[config.mk]
export PLATFORM = sky130hd
export DESIGN_NAME = pcqs_port_regs
export DESIGN_NICKNAME = d
export VERILOG_FILES = /design/src/pcqs_pkg.sv /design/src/pcqs_pin_sync.sv /design/src/pcqs_port_regs.sv
export VERILOG_INCLUDE_DIRS = /design/src /design/src/src
export SDC_FILE = /design/constraint.sdc
export NUM_CORES = 1
export LEC_CHECK = 0
export ABC_AREA = 1
export BUFFER_PORTS_ARGS = -buffer_cell sky130_fd_sc_hd__buf_2
export CORE_MARGIN = 2
export CORE_UTILIZATION = 62
export DETAILED_ROUTE_END_ITERATION = 7
export GPL_ROUTABILITY_DRIVEN = 0
export PLACE_DENSITY = 0.82
export SETUP_SLACK_MARGIN = 0.3
export SLEW_MARGIN = 20
export SYNTH_ARGS = -nofsm -noshare
export SYNTH_HDL_FRONTEND = slang
export SYNTH_SLANG_ARGS = --single-unit
[constraint.sdc]
create_clock -name clk_i -period 3.89 [get_ports clk_i]
set_input_delay 0.778 -clock clk_i [delete_from_list [all_inputs] [get_ports clk_i]]
set_output_delay 0.778 -clock clk_i [all_outputs]
set_load 0.05 [all_outputs]
[src/pcqs_cfg.svh]
// Offsets, bit positions, reset values and timing counts of the port config / quick status slice.
// Assumes inclusion by the register module and the bench only.
`ifndef PCQS_CFG_SVH
`define PCQS_CFG_SVH

// ----------------------------------------------------------------
// Register offsets (management register numbers)
// ----------------------------------------------------------------
`define PCQS_REG_PORT_CFG     5'h10
`define PCQS_REG_QUICK_STAT   5'h11

// ----------------------------------------------------------------
// Field positions
// ----------------------------------------------------------------
`define PCQS_CFG_FIBER_BIT    0
`define PCQS_CFG_RSVD_BIT     1
`define PCQS_CFG_PREAMBLE_BIT 5
`define PCQS_ST_RSVD_BIT      15
`define PCQS_ST_SPEED_BIT     14
`define PCQS_ST_TX_BIT        13
`define PCQS_ST_RX_BIT        12
`define PCQS_ST_COL_BIT       11
`define PCQS_ST_LINK_BIT      10
`define PCQS_ST_DUPLEX_BIT    9
`define PCQS_ST_AN_BIT        8

// ----------------------------------------------------------------
// Reset values and frame codes
// ----------------------------------------------------------------
`define PCQS_RST_WORD         16'h0000
`define PCQS_OP_READ          2'h2
`define PCQS_OP_WRITE         2'h1

// ----------------------------------------------------------------
// Timing counts (clock cycles and management clock edges)
// ----------------------------------------------------------------
`define PCQS_BOOT_CYC         3'h4
`define PCQS_PREAMBLE_LEN     6'h20
`define PCQS_CMD_LAST         5'h0B
`define PCQS_DATA_LAST        5'h0F

`endif

[src/pcqs_pkg.sv]
// Types shared by the port config / quick status slice.
// Assumes nothing beyond the constants header.
package pcqs_pkg;

  // ----------------------------------------------------------------
  // Management frame states
  // ----------------------------------------------------------------
  typedef enum logic [2:0] {
    PCQS_PRE   = 3'b000,
    PCQS_START = 3'b001,
    PCQS_CMD   = 3'b010,
    PCQS_TA    = 3'b011,
    PCQS_DATA  = 3'b100
  } pcqs_state_e;

  // ----------------------------------------------------------------
  // Register contents
  // ----------------------------------------------------------------
  typedef struct packed {
    logic preamble_en;
    logic fiber;
  } pcqs_cfg_s;

  typedef struct packed {
    logic tx;
    logic rx;
    logic col;
  } pcqs_lh_s;

  typedef struct packed {
    logic speed_100;
    logic link;
    logic full_duplex;
    logic autoneg;
  } pcqs_live_s;

endpackage

[src/pcqs_pin_sync.sv]
// Three-stage synchroniser for pins from outside the clock domain.
// Assumes a single system clock; a change is accepted once stages two and three agree.
`timescale 1ns/1ps
module pcqs_pin_sync #(
  parameter int W = 4
) (
  // Clock and reset
  input  wire logic         clk_i,
  input  wire logic         rst_n_i,
  // Pins and filtered levels
  input  wire logic [W-1:0] pin_i,
  output logic      [W-1:0] level_o
);

  // ----------------------------------------------------------------
  // Per-bit stages
  // ----------------------------------------------------------------
  for (genvar g = 0; g < W; g++) begin : g_bit
    logic s1_q;
    logic s2_q;
    logic s3_q;
    logic lvl_q;
    logic lvl_d;
    always_comb begin
      lvl_d = (s2_q == s3_q) ? s3_q : lvl_q;
    end
    // Stages run through reset so strap levels are settled at release
    always_ff @(posedge clk_i) begin
      s1_q <= pin_i[g];
      s2_q <= s1_q;
      s3_q <= s2_q;
    end
    always_ff @(posedge clk_i) begin
      if (!rst_n_i) begin
        lvl_q <= 1'b0;
      end else begin
        lvl_q <= lvl_d;
      end
    end
    assign level_o[g] = lvl_q;
  end

endmodule // pcqs_pin_sync

[src/pcqs_port_regs.sv]
// Port configuration (low bits) and quick status (upper half) registers behind the serial management port.
// Assumes management clock far slower than clk_i; datapath status inputs share clk_i.
// Operation
// The media select bit picks twisted pair when 0 and fiber when 1.
// After reset the media select bit takes 0 if its configuration pin is low and 1 otherwise.
// The preamble enable bit defaults from its configuration pin, or to 0 where the package lacks that pin.
// Pin-derived defaults are caught by latching the configuration pins at startup or hardware reset.
// Fields without a default may start with any value and no logic relies on their initial contents.
// Reserved configuration bit 1 and status bit 15 read as 0 and writes to them are ignored.
// Status bit 14 reads 0 at 10 Mbps and 1 at 100 Mbps, for copper and fiber alike.
// Status bit 13 latches high while a packet is transmitted and holds until read.
// Status bit 12 latches when a packet was received since the last read and clears on read.
// Status bit 11 latches on a collision and on jabber regardless of duplex, meaningful only with link up.
// Status bit 10 shows link up as 1 and link down as 0, resetting to 0.
// Status bit 9 shows full duplex as 1 and half duplex as 0, resetting to 0.
// Status bit 8 mirrors the auto-negotiation enable control bit.
// Status contents are refreshed when reset completes so they show the state at that moment.
// The management station should read the status register once reset has completed.
// A read clears latching bits only after capturing them, and a same-cycle event stays set.
`timescale 1ns/1ps
`include "pcqs_cfg.svh"
module pcqs_port_regs
  import pcqs_pkg::*;
#(
  parameter bit HAS_PREAMBLE_PIN = 1'b1
) (
  // Clock and reset
  input  wire logic       clk_i,
  input  wire logic       rst_n_i,
  // Serial management port
  input  wire logic       mdc_i,
  input  wire logic       mdio_i,
  output logic            mdio_o,
  output logic            mdio_oe_n_o,
  input  wire logic [4:0] phy_addr_i,
  // Configuration pins
  input  wire logic       media_select_pin_i,
  input  wire logic       preamble_select_pin_i,
  // Port status from the datapath
  input  wire logic       speed_100_i,
  input  wire logic       tx_active_i,
  input  wire logic       rx_packet_i,
  input  wire logic       collision_i,
  input  wire logic       jabber_i,
  input  wire logic       link_up_i,
  input  wire logic       full_duplex_i,
  input  wire logic       autoneg_en_i,
  // Configuration and ready status to the datapath
  output logic            fiber_mode_o,
  output logic            preamble_en_o,
  output logic            ready_o
);

  // ----------------------------------------------------------------
  // Pin synchronisers
  // ----------------------------------------------------------------
  logic [3:0] pin_s;
  pcqs_pin_sync #(.W(4)) u_sync (
    .clk_i   (clk_i),
    .rst_n_i (rst_n_i),
    .pin_i   ({preamble_select_pin_i, media_select_pin_i, mdio_i, mdc_i}),
    .level_o (pin_s)
  );

  // ----------------------------------------------------------------
  // Register state
  // ----------------------------------------------------------------
  logic [2:0]  boot_q, boot_d;
  pcqs_cfg_s   cfg_q, cfg_d;
  pcqs_lh_s    lh_q, lh_d, lh_ev;
  pcqs_live_s  live_q, live_d;
  logic        boot_load;
  logic        rd_clr;
  logic        cfg_we;
  logic [15:0] wr_data;
  logic [15:0] cfg_word;
  logic [15:0] stat_word;

  assign boot_load = (boot_q == 3'h1);
  assign lh_ev     = '{tx: tx_active_i, rx: rx_packet_i, col: collision_i | jabber_i};

  always_comb begin
    boot_d = (boot_q != 3'h0) ? boot_q - 3'h1 : boot_q;
    cfg_d  = cfg_q;
    if (boot_load) begin
      cfg_d.fiber       = pin_s[2];
      cfg_d.preamble_en = HAS_PREAMBLE_PIN ? pin_s[3] : 1'b0;
    end else if (cfg_we) begin
      cfg_d.fiber       = wr_data[`PCQS_CFG_FIBER_BIT];
      cfg_d.preamble_en = wr_data[`PCQS_CFG_PREAMBLE_BIT];
    end
    lh_d   = (lh_q & ~{3{rd_clr}}) | lh_ev;
    live_d = '{speed_100: speed_100_i, link: link_up_i, full_duplex: full_duplex_i, autoneg: autoneg_en_i};
  end

  always_ff @(posedge clk_i) begin
    if (!rst_n_i) begin
      boot_q <= `PCQS_BOOT_CYC;
      cfg_q  <= '0;
      lh_q   <= '0;
      live_q <= '0;
    end else begin
      boot_q <= boot_d;
      cfg_q  <= cfg_d;
      lh_q   <= lh_d;
      live_q <= live_d;
    end
  end

  always_comb begin
    cfg_word                         = `PCQS_RST_WORD;
    cfg_word[`PCQS_CFG_FIBER_BIT]    = cfg_q.fiber;
    cfg_word[`PCQS_CFG_PREAMBLE_BIT] = cfg_q.preamble_en;
    stat_word                        = `PCQS_RST_WORD;
    stat_word[`PCQS_ST_SPEED_BIT]    = live_q.speed_100;
    stat_word[`PCQS_ST_TX_BIT]       = lh_q.tx;
    stat_word[`PCQS_ST_RX_BIT]       = lh_q.rx;
    stat_word[`PCQS_ST_COL_BIT]      = lh_q.col;
    stat_word[`PCQS_ST_LINK_BIT]     = live_q.link;
    stat_word[`PCQS_ST_DUPLEX_BIT]   = live_q.full_duplex;
    stat_word[`PCQS_ST_AN_BIT]       = live_q.autoneg;
  end

  assign fiber_mode_o  = cfg_q.fiber;
  assign preamble_en_o = cfg_q.preamble_en;
  assign ready_o       = (boot_q == 3'h0);

  // ----------------------------------------------------------------
  // Management frame engine
  // ----------------------------------------------------------------
  pcqs_state_e st_q, st_d;
  logic [5:0]  cnt_q, cnt_d;
  logic [15:0] sh_q, sh_d;
  logic [15:0] out_q, out_d;
  logic        rd_q, rd_d;
  logic        hit_q, hit_d;
  logic [4:0]  reg_q, reg_d;
  logic        drv_q, drv_d;
  logic        bit_q, bit_d;
  logic        mdc_prev_q;
  logic        rise;
  logic        din;
  logic [15:0] sh_nx;

  assign rise    = pin_s[0] & ~mdc_prev_q;
  assign din     = pin_s[1];
  assign sh_nx   = {sh_q[14:0], din};
  assign wr_data = sh_nx;

  always_comb begin
    st_d   = st_q;
    cnt_d  = cnt_q;
    sh_d   = sh_q;
    out_d  = out_q;
    rd_d   = rd_q;
    hit_d  = hit_q;
    reg_d  = reg_q;
    drv_d  = drv_q;
    bit_d  = bit_q;
    rd_clr = 1'b0;
    cfg_we = 1'b0;
    if (rise && ready_o) begin
      case (st_q)
        PCQS_PRE: begin
          if (din) begin
            cnt_d = (cnt_q == `PCQS_PREAMBLE_LEN) ? cnt_q : cnt_q + 6'h01;
          end else begin
            st_d  = (cnt_q == `PCQS_PREAMBLE_LEN) ? PCQS_START : PCQS_PRE;
            cnt_d = 6'h00;
          end
        end
        PCQS_START: begin
          st_d  = din ? PCQS_CMD : PCQS_PRE;
          cnt_d = 6'h00;
        end
        PCQS_CMD: begin
          sh_d  = sh_nx;
          cnt_d = cnt_q + 6'h01;
          if (cnt_q[4:0] == `PCQS_CMD_LAST) begin
            st_d  = PCQS_TA;
            cnt_d = 6'h00;
            rd_d  = (sh_nx[11:10] == `PCQS_OP_READ);
            hit_d = (sh_nx[9:5] == phy_addr_i) &&
                    ((sh_nx[11:10] == `PCQS_OP_READ) || (sh_nx[11:10] == `PCQS_OP_WRITE));
            reg_d = sh_nx[4:0];
            if (sh_nx[4:0] == `PCQS_REG_PORT_CFG) begin
              out_d = cfg_word;
            end else if (sh_nx[4:0] == `PCQS_REG_QUICK_STAT) begin
              out_d = stat_word;
              rd_clr = (sh_nx[9:5] == phy_addr_i) && (sh_nx[11:10] == `PCQS_OP_READ);
            end else begin
              out_d = `PCQS_RST_WORD;
            end
          end
        end
        PCQS_TA: begin
          cnt_d = cnt_q + 6'h01;
          if (cnt_q == 6'h00) begin
            drv_d = rd_q && hit_q;
            bit_d = 1'b0;
          end else begin
            st_d  = PCQS_DATA;
            cnt_d = 6'h00;
            bit_d = out_q[15];
            out_d = {out_q[14:0], 1'b0};
          end
        end
        PCQS_DATA: begin
          cnt_d = cnt_q + 6'h01;
          sh_d  = sh_nx;
          bit_d = out_q[15];
          out_d = {out_q[14:0], 1'b0};
          if (cnt_q[4:0] == `PCQS_DATA_LAST) begin
            st_d   = PCQS_PRE;
            cnt_d  = 6'h00;
            drv_d  = 1'b0;
            bit_d  = 1'b0;
            cfg_we = !rd_q && hit_q && (reg_q == `PCQS_REG_PORT_CFG);
          end
        end
        default: begin
          st_d  = PCQS_PRE;
          cnt_d = 6'h00;
          drv_d = 1'b0;
        end
      endcase
    end
  end

  always_ff @(posedge clk_i) begin
    if (!rst_n_i) begin
      st_q       <= PCQS_PRE;
      cnt_q      <= 6'h00;
      rd_q       <= 1'b0;
      hit_q      <= 1'b0;
      reg_q      <= 5'h00;
      drv_q      <= 1'b0;
      bit_q      <= 1'b0;
      mdc_prev_q <= 1'b0;
    end else begin
      st_q       <= st_d;
      cnt_q      <= cnt_d;
      rd_q       <= rd_d;
      hit_q      <= hit_d;
      reg_q      <= reg_d;
      drv_q      <= drv_d;
      bit_q      <= bit_d;
      mdc_prev_q <= pin_s[0];
    end
  end

  always_ff @(posedge clk_i) begin
    sh_q  <= sh_d;
    out_q <= out_d;
  end

  assign mdio_o      = bit_q;
  assign mdio_oe_n_o = ~drv_q;
endmodule // pcqs_port_regs
==> summary.md, run 1 <==
| Metric | Value |
|---|---|
| Vias per inst | `between 5 and 6` |
| # hold bufs at CTS | `0` |
| Routed Antenna Nets | `0` |
| Setup slack at placement | `approximately 1.9 ns` |
| Die H | `around 75 um` |
| CP Data Required Time | `3.11 ns` |
| Design internal power | `1.15 mW` |
| Synth Instances | `around 360` |
| Mean area per synthesized cell | `8.81 sq um` |
| IO Port Bufs | `23` |
| Buffer depth of the longest clock path | `2` |
| Clock-pin slew on the worst setup and hold paths | `around 0.07 ns` |
| Root Buffer | `clkbuf_8` |
| Die area | `about 0.0057 sq mm` |
| Rel. slew slack | `55.9%` |
| Pin count of the biggest net entering global routing | `25` |
| Synth top area cells | `dfxtp_1 30%, edfxtp_1 26%, nand2_1 7.9%, inv_1 5.7%, nor2_1 5.5%` |
| Post-synthesis register bit count | `between 70 and 80` |
| Main flop type after synthesis | `dfxtp_1` |
| Setup TNS | `0 ns` |
| Starting Density | `65.5%` |
| Boundary Pins | `24` |
| Initial antenna violation count | `0` |
| Clock skew | `~0.014 ns` |
| Layout area overhead | `10.6%` |
| First-pass GRT wire length | `9.14 mm` |
| Skew-Pair Late Insertion Delay | `0.35 ns` |
| Crit end category | `output port` |
| WS Path Type | `register to output port` |
| Post-CTS Setup Bufs | `0` |
| WL per Instance | `approximately 12 um` |
| HP Class | `register to register` |
| Unrepaired setup endpoints after global routing | `false` |
| Asr flop ratio synth | `0%` |
| Num Clock Sinks | `74` |
| CTS tree | `done` |
| Unique masters post-synth | `34` |
| Sequential fraction of design power | `55.2%` |
| Max-cap violations | `0` |
| Sw frac | `25.2%` |
| Status | `complete, no violations` |
| Post-CTS Resized | `0` |
| EDFF count, synth | `27` |
| Total power | `1.54 mW` |
| Placed insts | `441` |
| Pleak | `1.51 nW` |
| Non-Filler Instances | `457` |
| H-tree levels | `3` |
| Worst EP arrival | `between 1 and 1.5 ns` |
| DRC viols | `0` |
| Drt pass-1 iters | `4` |
| N_diodes | `0` |
| Total global-route track usage | `22.1%` |
| Final Max Slew Viols | `0` |
| Clock share of power | `roughly 34%` |
| Hold Slack | `0.328 ns` |
| Synth top area share | `around 30%` |
| Seq/Total Area, Yosys | `55.5%` |
| Vias | `2339` |
| Period utilisation layout | `56.5%` |
| Reg2reg setup slack | `1.87 ns` |
| Core area | `0.00482 sq mm` |
| Share of cells above drive strength 1 | `about 16%` |
| CTS Buf Count | `9` |
| P per Cell Area | `441 mW/mm^2` |
| Worst setup margin | `1.69 ns` |
| Drt total wl | `5.53 mm` |
| Num rows | `25` |
| Post-layout minimum cycle time | `2.20 ns` |
| Slew at the pin closest to its max-slew limit | `about 0.66 ns` |
| YS warnings | `0` |
| CP max FO | `6` |
| Maximum vdd drop | `353 uV` |
| Synthesized area | `about 0.0032 sq mm` |
| Final setup fails | `0` |
| Leading area contributor after synthesis | `dfxtp_1` |
| DP Area | `between 0.003 and 0.004 sq mm` |
| Cell area after layout | `0.00349 sq mm` |
| Critical path startpoint category | `register` |
| Die W | `75.3 um` |
| Total grt overflow | `0` |
| Vias in the first global route | `2178` |
| Count of final hold-check violations | `0` |
| Post-DP HPWL | `3.90 mm` |
| Nets | `a little over 400` |
| Gate power share | `10.4%` |
| Syn Nets | `385` |
| Core Util, Final | `72.4%` |
| Initial DRC Count | `between 100 and 150` |
| Max Clock Freq | `455 MHz` |
| NetSw | `0.388 mW` |
-- power by group through the flow --
| stage | logic [mW] | clock network [mW] | registers [mW] |
|---|---|---|---|
| after floorplan | 0.122 | 0 | 0.866 |
| after global placement | 0.155 | 0 | 0.865 |
| after detailed placement | 0.161 | 0 | 0.867 |
| after CTS | 0.161 | 0.540 | 0.849 |
| after global routing | 0.183 | 0.572 | 0.853 |
| final | 0.161 | 0.529 | 0.849 |
-- synth_stat cells (2+ instances only) --
| cell type | number |
|---|---|
| a21oi_1 | 24 |
| buf_2 | 2 |
| clkbuf_1 | 2 |
| dfxtp_1 | 47 |
| edfxtp_1 | 27 |
| ha_1 | 8 |
| inv_1 | 48 |
| inv_2 | 5 |
| mux2_2 | 2 |
| nand2_1 | 66 |
| nand2_2 | 4 |
| nand2_4 | 2 |
| nand3_1 | 30 |
| nand3_2 | 2 |
| nand4_1 | 3 |
| nor2_1 | 46 |
| nor2_2 | 2 |
| nor2_4 | 5 |
| o21ai_0 | 15 |
| xnor2_1 | 4 |
-- final cells by class --
class	count	area [sq um]
Clock inverter	3	15.0
Sequential cell	74	1750
Fill cell	368	1330
Tap cell	67	83.8
Inverter	54	208
Multi-Input combinational cell	223	1150
Timing Repair Buffer	23	115
Clock buffer	13	160
-- cells by family (layout without fill, tap and decap cells) --
kind of cell | Yosys count | count (layout) | synth area share [%]
buf+inv | 61 | 93 | 7.85
fa+ha+maj | 8 | 8 | 3.17
compound gates | 44 | 44 | 7.46
mux | 2 | 2 | 0.714
flops | 74 | 74 | 55.5
xor+xnor | 5 | 5 | 1.39
simple gates | 164 | 164 | 23.9
-- cells in the final DEF, fill, tap and decap left out, drive strengths merged, types with 2 or more instances in the layout --
| cell | synthesis | final |
|---|---|---|
| dfxtp | 47 | 47 |
| mux2 | 2 | 2 |
| ha | 8 | 8 |
| edfxtp | 27 | 27 |
| nand3 | 32 | 32 |
| inv | 54 | 54 |
| buf | 5 | 23 |
| nand4 | 3 | 3 |
| o21ai | 16 | 16 |
| nor2 | 53 | 53 |
| a21oi | 25 | 25 |
| nor3 | 2 | 2 |
| xnor2 | 4 | 4 |
| clkinv | 0 | 3 |
| clkbuf | 2 | 13 |
| nand2 | 72 | 72 |
-- final timing paths --
kind	from	end	cells past startpoint
worst max-delay path	boot_q[0]	ready_o	5
worst min-delay path	u_sync.g_bit[2].s1_q	u_sync.g_bit[2].s2_q	0
worst max register to register	boot_q[0]	out_q[0]	5
worst min register to register	u_sync.g_bit[2].s1_q	u_sync.g_bit[2].s2_q	0
-- worst max-delay path, cell delays in order (launching register included) --
cell and delay (ns):
dfxtp_1 0.38, inv_1 0.08, ha_1 0.21, nand2_2 0.13
inv_1 0.07, buf_2 0.21
-- registers in the layout, summed over array words and instances, names as in the netlist, 4 cells and up --
register,flops
u_sync.g_bit.s1_q,4
out_q,16
u_sync.g_bit.s3_q,4
live_q,4
u_sync.g_bit.s2_q,4
u_sync.g_bit.lvl_q,4
cnt_q,6
reg_q,5
sh_q,11
-- per-layer routing --
layer  wire length [um]  up-vias  track usage (%)  share of wire (%)
met5                  0        -                0                  0
met4                123        0             11.1                2.2
met3                366       14             7.14                6.6
met2               2700       67             36.8                 49
met1               2340     1058             25.7                 42
li1                   -     1200                -                  -
Note: power is estimated with default switching activity, not from simulation.
==> run 2, diff against run 1 <==
--- a/config.mk
+++ b/config.mk
@@ -9,10 +9,10 @@
 export ABC_AREA = 1
 export BUFFER_PORTS_ARGS = -buffer_cell sky130_fd_sc_hd__buf_2
 export CORE_MARGIN = 2
-export CORE_UTILIZATION = 62
+export CORE_UTILIZATION = 59
 export DETAILED_ROUTE_END_ITERATION = 7
 export GPL_ROUTABILITY_DRIVEN = 0
-export PLACE_DENSITY = 0.82
+export PLACE_DENSITY = 0.78
 export SETUP_SLACK_MARGIN = 0.3
 export SLEW_MARGIN = 20
 export SYNTH_ARGS = -nofsm -noshare
==> constraint.sdc (replaced) <==
create_clock -name clk_i -period 2.2 [get_ports clk_i]
set_input_delay 0.44 -clock clk_i [delete_from_list [all_inputs] [get_ports clk_i]]
set_output_delay 0.44 -clock clk_i [all_outputs]
set_load 0.05 [all_outputs]
==> run 2 against run 1 <==
Effect of this change:
- worst setup slack lost 1.3 ns
- global-route usage fell by 0.94 points
- sequential share of layout area is 0.97 points lower
- flip-flop and latch count is the same
- worst hold slack lost 0.13 ns
- clock skew rose by 0.0019 ns
- register-to-register slack got worse by 1.4 ns
- die area increased by 4.8%
- sequential power increased by 78%
==> summary.md, run 2 (synthesis results as in run 1) <==
| Metric | Value |
|---|---|
| Status | `complete, no violations` |
| Worst setup margin | `0.395 ns (-1.30 ns)` |
| Slew at the pin closest to its max-slew limit | `0.489 ns (-0.173 ns)` |
| Hold Slack | `0.193 ns (-0.135 ns)` |
| Crit end category | `output port` |
| First-pass GRT wire length | `9.90 mm (+8.3%)` |
| CP Data Required Time | `1.76 ns (-1.35 ns)` |
| DP Area | `0.00333 sq mm (+0.57%)` |
| Vias in the first global route | `2210 (+1.5%)` |
| Reg-to-reg critical path startpoint | `boot_q[0]` |
| H-tree levels | `3 (unchanged)` |
| Clock skew | `0.0159 ns (+0.00195 ns)` |
| Nets | `416 (+0.97%)` |
| Cell area after layout | `0.00356 sq mm (+2.2%)` |
| Setup slack at placement | `0.311 ns (-1.56 ns)` |
| Count of final hold-check violations | `0 (unchanged)` |
| Die area | `0.00595 sq mm (+4.8%)` |
| WL per Instance | `12.3 um (+1.9%)` |
| Worst EP arrival | `1.37 ns (-0.05 ns)` |
| Number of flip-flops in the largest register | `16 (unchanged)` |
| Clock-pin slew on the worst setup and hold paths | `0.08 ns (about the same)` |
| Final Max Slew Viols | `0 (unchanged)` |
| Largest regs | `out_q (16), sh_q (11), cnt_q (6)` |
| FF-to-FF path depth | `7 (+2)` |
| DRC viols | `0 (unchanged)` |
| Largest register by flop count | `out_q` |
| Vias per inst | `5.13 (+0.18%)` |
| Setup TNS | `0 ns (unchanged)` |
| Core area | `0.00514 sq mm (+6.7%)` |
| Layout area overhead | `13.0%` |
| Initial DRC Count | `174 (+38%)` |
| P per Cell Area | `778 mW/mm^2 (+76%)` |
| Critical Path Sink | `ready_o` |
| Rel. slew slack | `67.4% (+12 points)` |
| Max Clock Freq | `554 MHz` |
| Post-layout minimum cycle time | `1.81 ns` |
| Boundary Pins | `24 (unchanged)` |
| Num rows | `26 (+4.0%)` |
| Die W | `77.1 um (+2.4%)` |
| Initial antenna violation count | `0 (unchanged)` |
| IO Port Bufs | `23 (unchanged)` |
| Die H | `77.1 um (+2.4%)` |
| Critical path startpoint category | `register` |
| Commonest cells after routing, fill and taps aside | `66 x nand2_1, 48 x inv_1, 45 x nor2_1` |
| WS Path Type | `register to output port` |
| Drt total wl | `5.72 mm (+3.4%)` |
| Num Clock Sinks | `74 (unchanged)` |
| Total global-route track usage | `21.2% (-0.94 points)` |
| Buffer depth of the longest clock path | `2 (unchanged)` |
| HP Class | `input port to register` |
| Final setup fails | `0 (unchanged)` |
| Skew-Pair Late Insertion Delay | `0.35 ns (about the same)` |
| Pin count of the biggest net entering global routing | `25 (unchanged)` |
| CP max FO | `6 (unchanged)` |
| Reg-to-reg critical path endpoint | `out_q[6]` |
| Post-DP HPWL | `3.87 mm (-0.62%)` |
| Drt pass-1 iters | `5 (+1)` |
| Routed Antenna Nets | `0 (unchanged)` |
| Vias | `2379 (+1.7%)` |
| Worst setup startpoint | `boot_q[0]` |
| Reg2reg setup slack | `0.45 ns (-1.42 ns)` |
| Share of cells above drive strength 1 | `18.0% (+2.4 points)` |
| Core Util, Final | `69.4% (-3.1 points)` |
| Starting Density | `61.4% (-4.1 points)` |
| Total grt overflow | `0 (unchanged)` |
| N_diodes | `0 (unchanged)` |
| Max-cap violations | `0 (unchanged)` |
| Most common cell after layout, fill and taps aside | `nand2_1` |
| FILL cells | `412 (+12%)` |
| CTS tree | `done` |
| Root Buffer | `clkbuf_8` |
| Maximum vdd drop | `588 uV (+67%)` |
| Unrepaired setup endpoints after global routing | `false` |
| CTS Buf Count | `9 (unchanged)` |
| Period utilisation layout | `82.1%` |
| Pleak | `1.54 nW (+1.8%)` |
[run 2: cell types whose count changed in the layout (fill, tap and decap cells not counted), sizes merged]
cell    delta
buf        +4
clkbuf     -1
inv        +1
[run 2: timing repair]
item,in CTS,in global routing
setup buffers,0,2
setup endpoints to repair,0,38
hold buffers,0,0
resized for setup,0,9
[run 2: power by group]
part	switching [mW]	internal (mW)
clock network	0.492	0.478
registers	0.0413	1.47
logic	0.190	0.109
[run 2: worst min-delay path by stage]
stage | cells past startpoint | end | slack (ns) | from
5_1_grt | 1 | u_sync.g_bit[2].s1_q | 0.17 | media_select_pin_i
4_1_cts | 1 | u_sync.g_bit[3].s1_q | 0.18 | preamble_select_pin_i
2_1_floorplan | 0 | u_sync.g_bit[0].s2_q | 0.31 | u_sync.g_bit[0].s1_q
3_3_place_gp | 0 | u_sync.g_bit[1].s2_q | 0.31 | u_sync.g_bit[1].s1_q
3_5_place_dp | 0 | u_sync.g_bit[1].s2_q | 0.31 | u_sync.g_bit[1].s1_q
6_report | 1 | u_sync.g_bit[1].s1_q | 0.19 | mdio_i
[run 2: critical path, cell delays in order (launching register included)]
cell,delay [ns]
dfxtp_2,0.36
inv_1,0.07
ha_1,0.20
nand2_2,0.13
inv_1,0.07
buf_4,0.19
[run 2: layout make-up]
class / instances / area [sq um] / share of cell area (%)
multi-input cells: 223 / 1170 / 32.9
inverters: 54 / 208 / 5.83
repair buffers: 27 / 160 / 4.49
flip-flops and latches: 74 / 1760 / 49.2
clock buffers: 12 / 156 / 4.39
clock inverters: 4 / 25.0 / 0.702
well taps: 70 / 87.6 / 2.46
[run 2: per-stage QoR]
step / total power, mW / instances
floorplan: 1.75 / 358
global placement: 1.80 / 446
detailed placement: 1.82 / 446
CTS: 2.77 / 462
global route: 2.90 / 464
finish: 2.77 / 464
[run 2: metal layers]
| metal | GRT usage (%) | part of all wire, % | vias to the layer above |
|---|---|---|---|
| li1 | - | - | 1216 |
| met1 | 27.6 | 48 | 1117 |
| met2 | 33.5 | 48 | 38 |
| met3 | 5.29 | 3.1 | 8 |
| met4 | 9.46 | 1.4 | 0 |
| met5 | 0 | 0 | - |
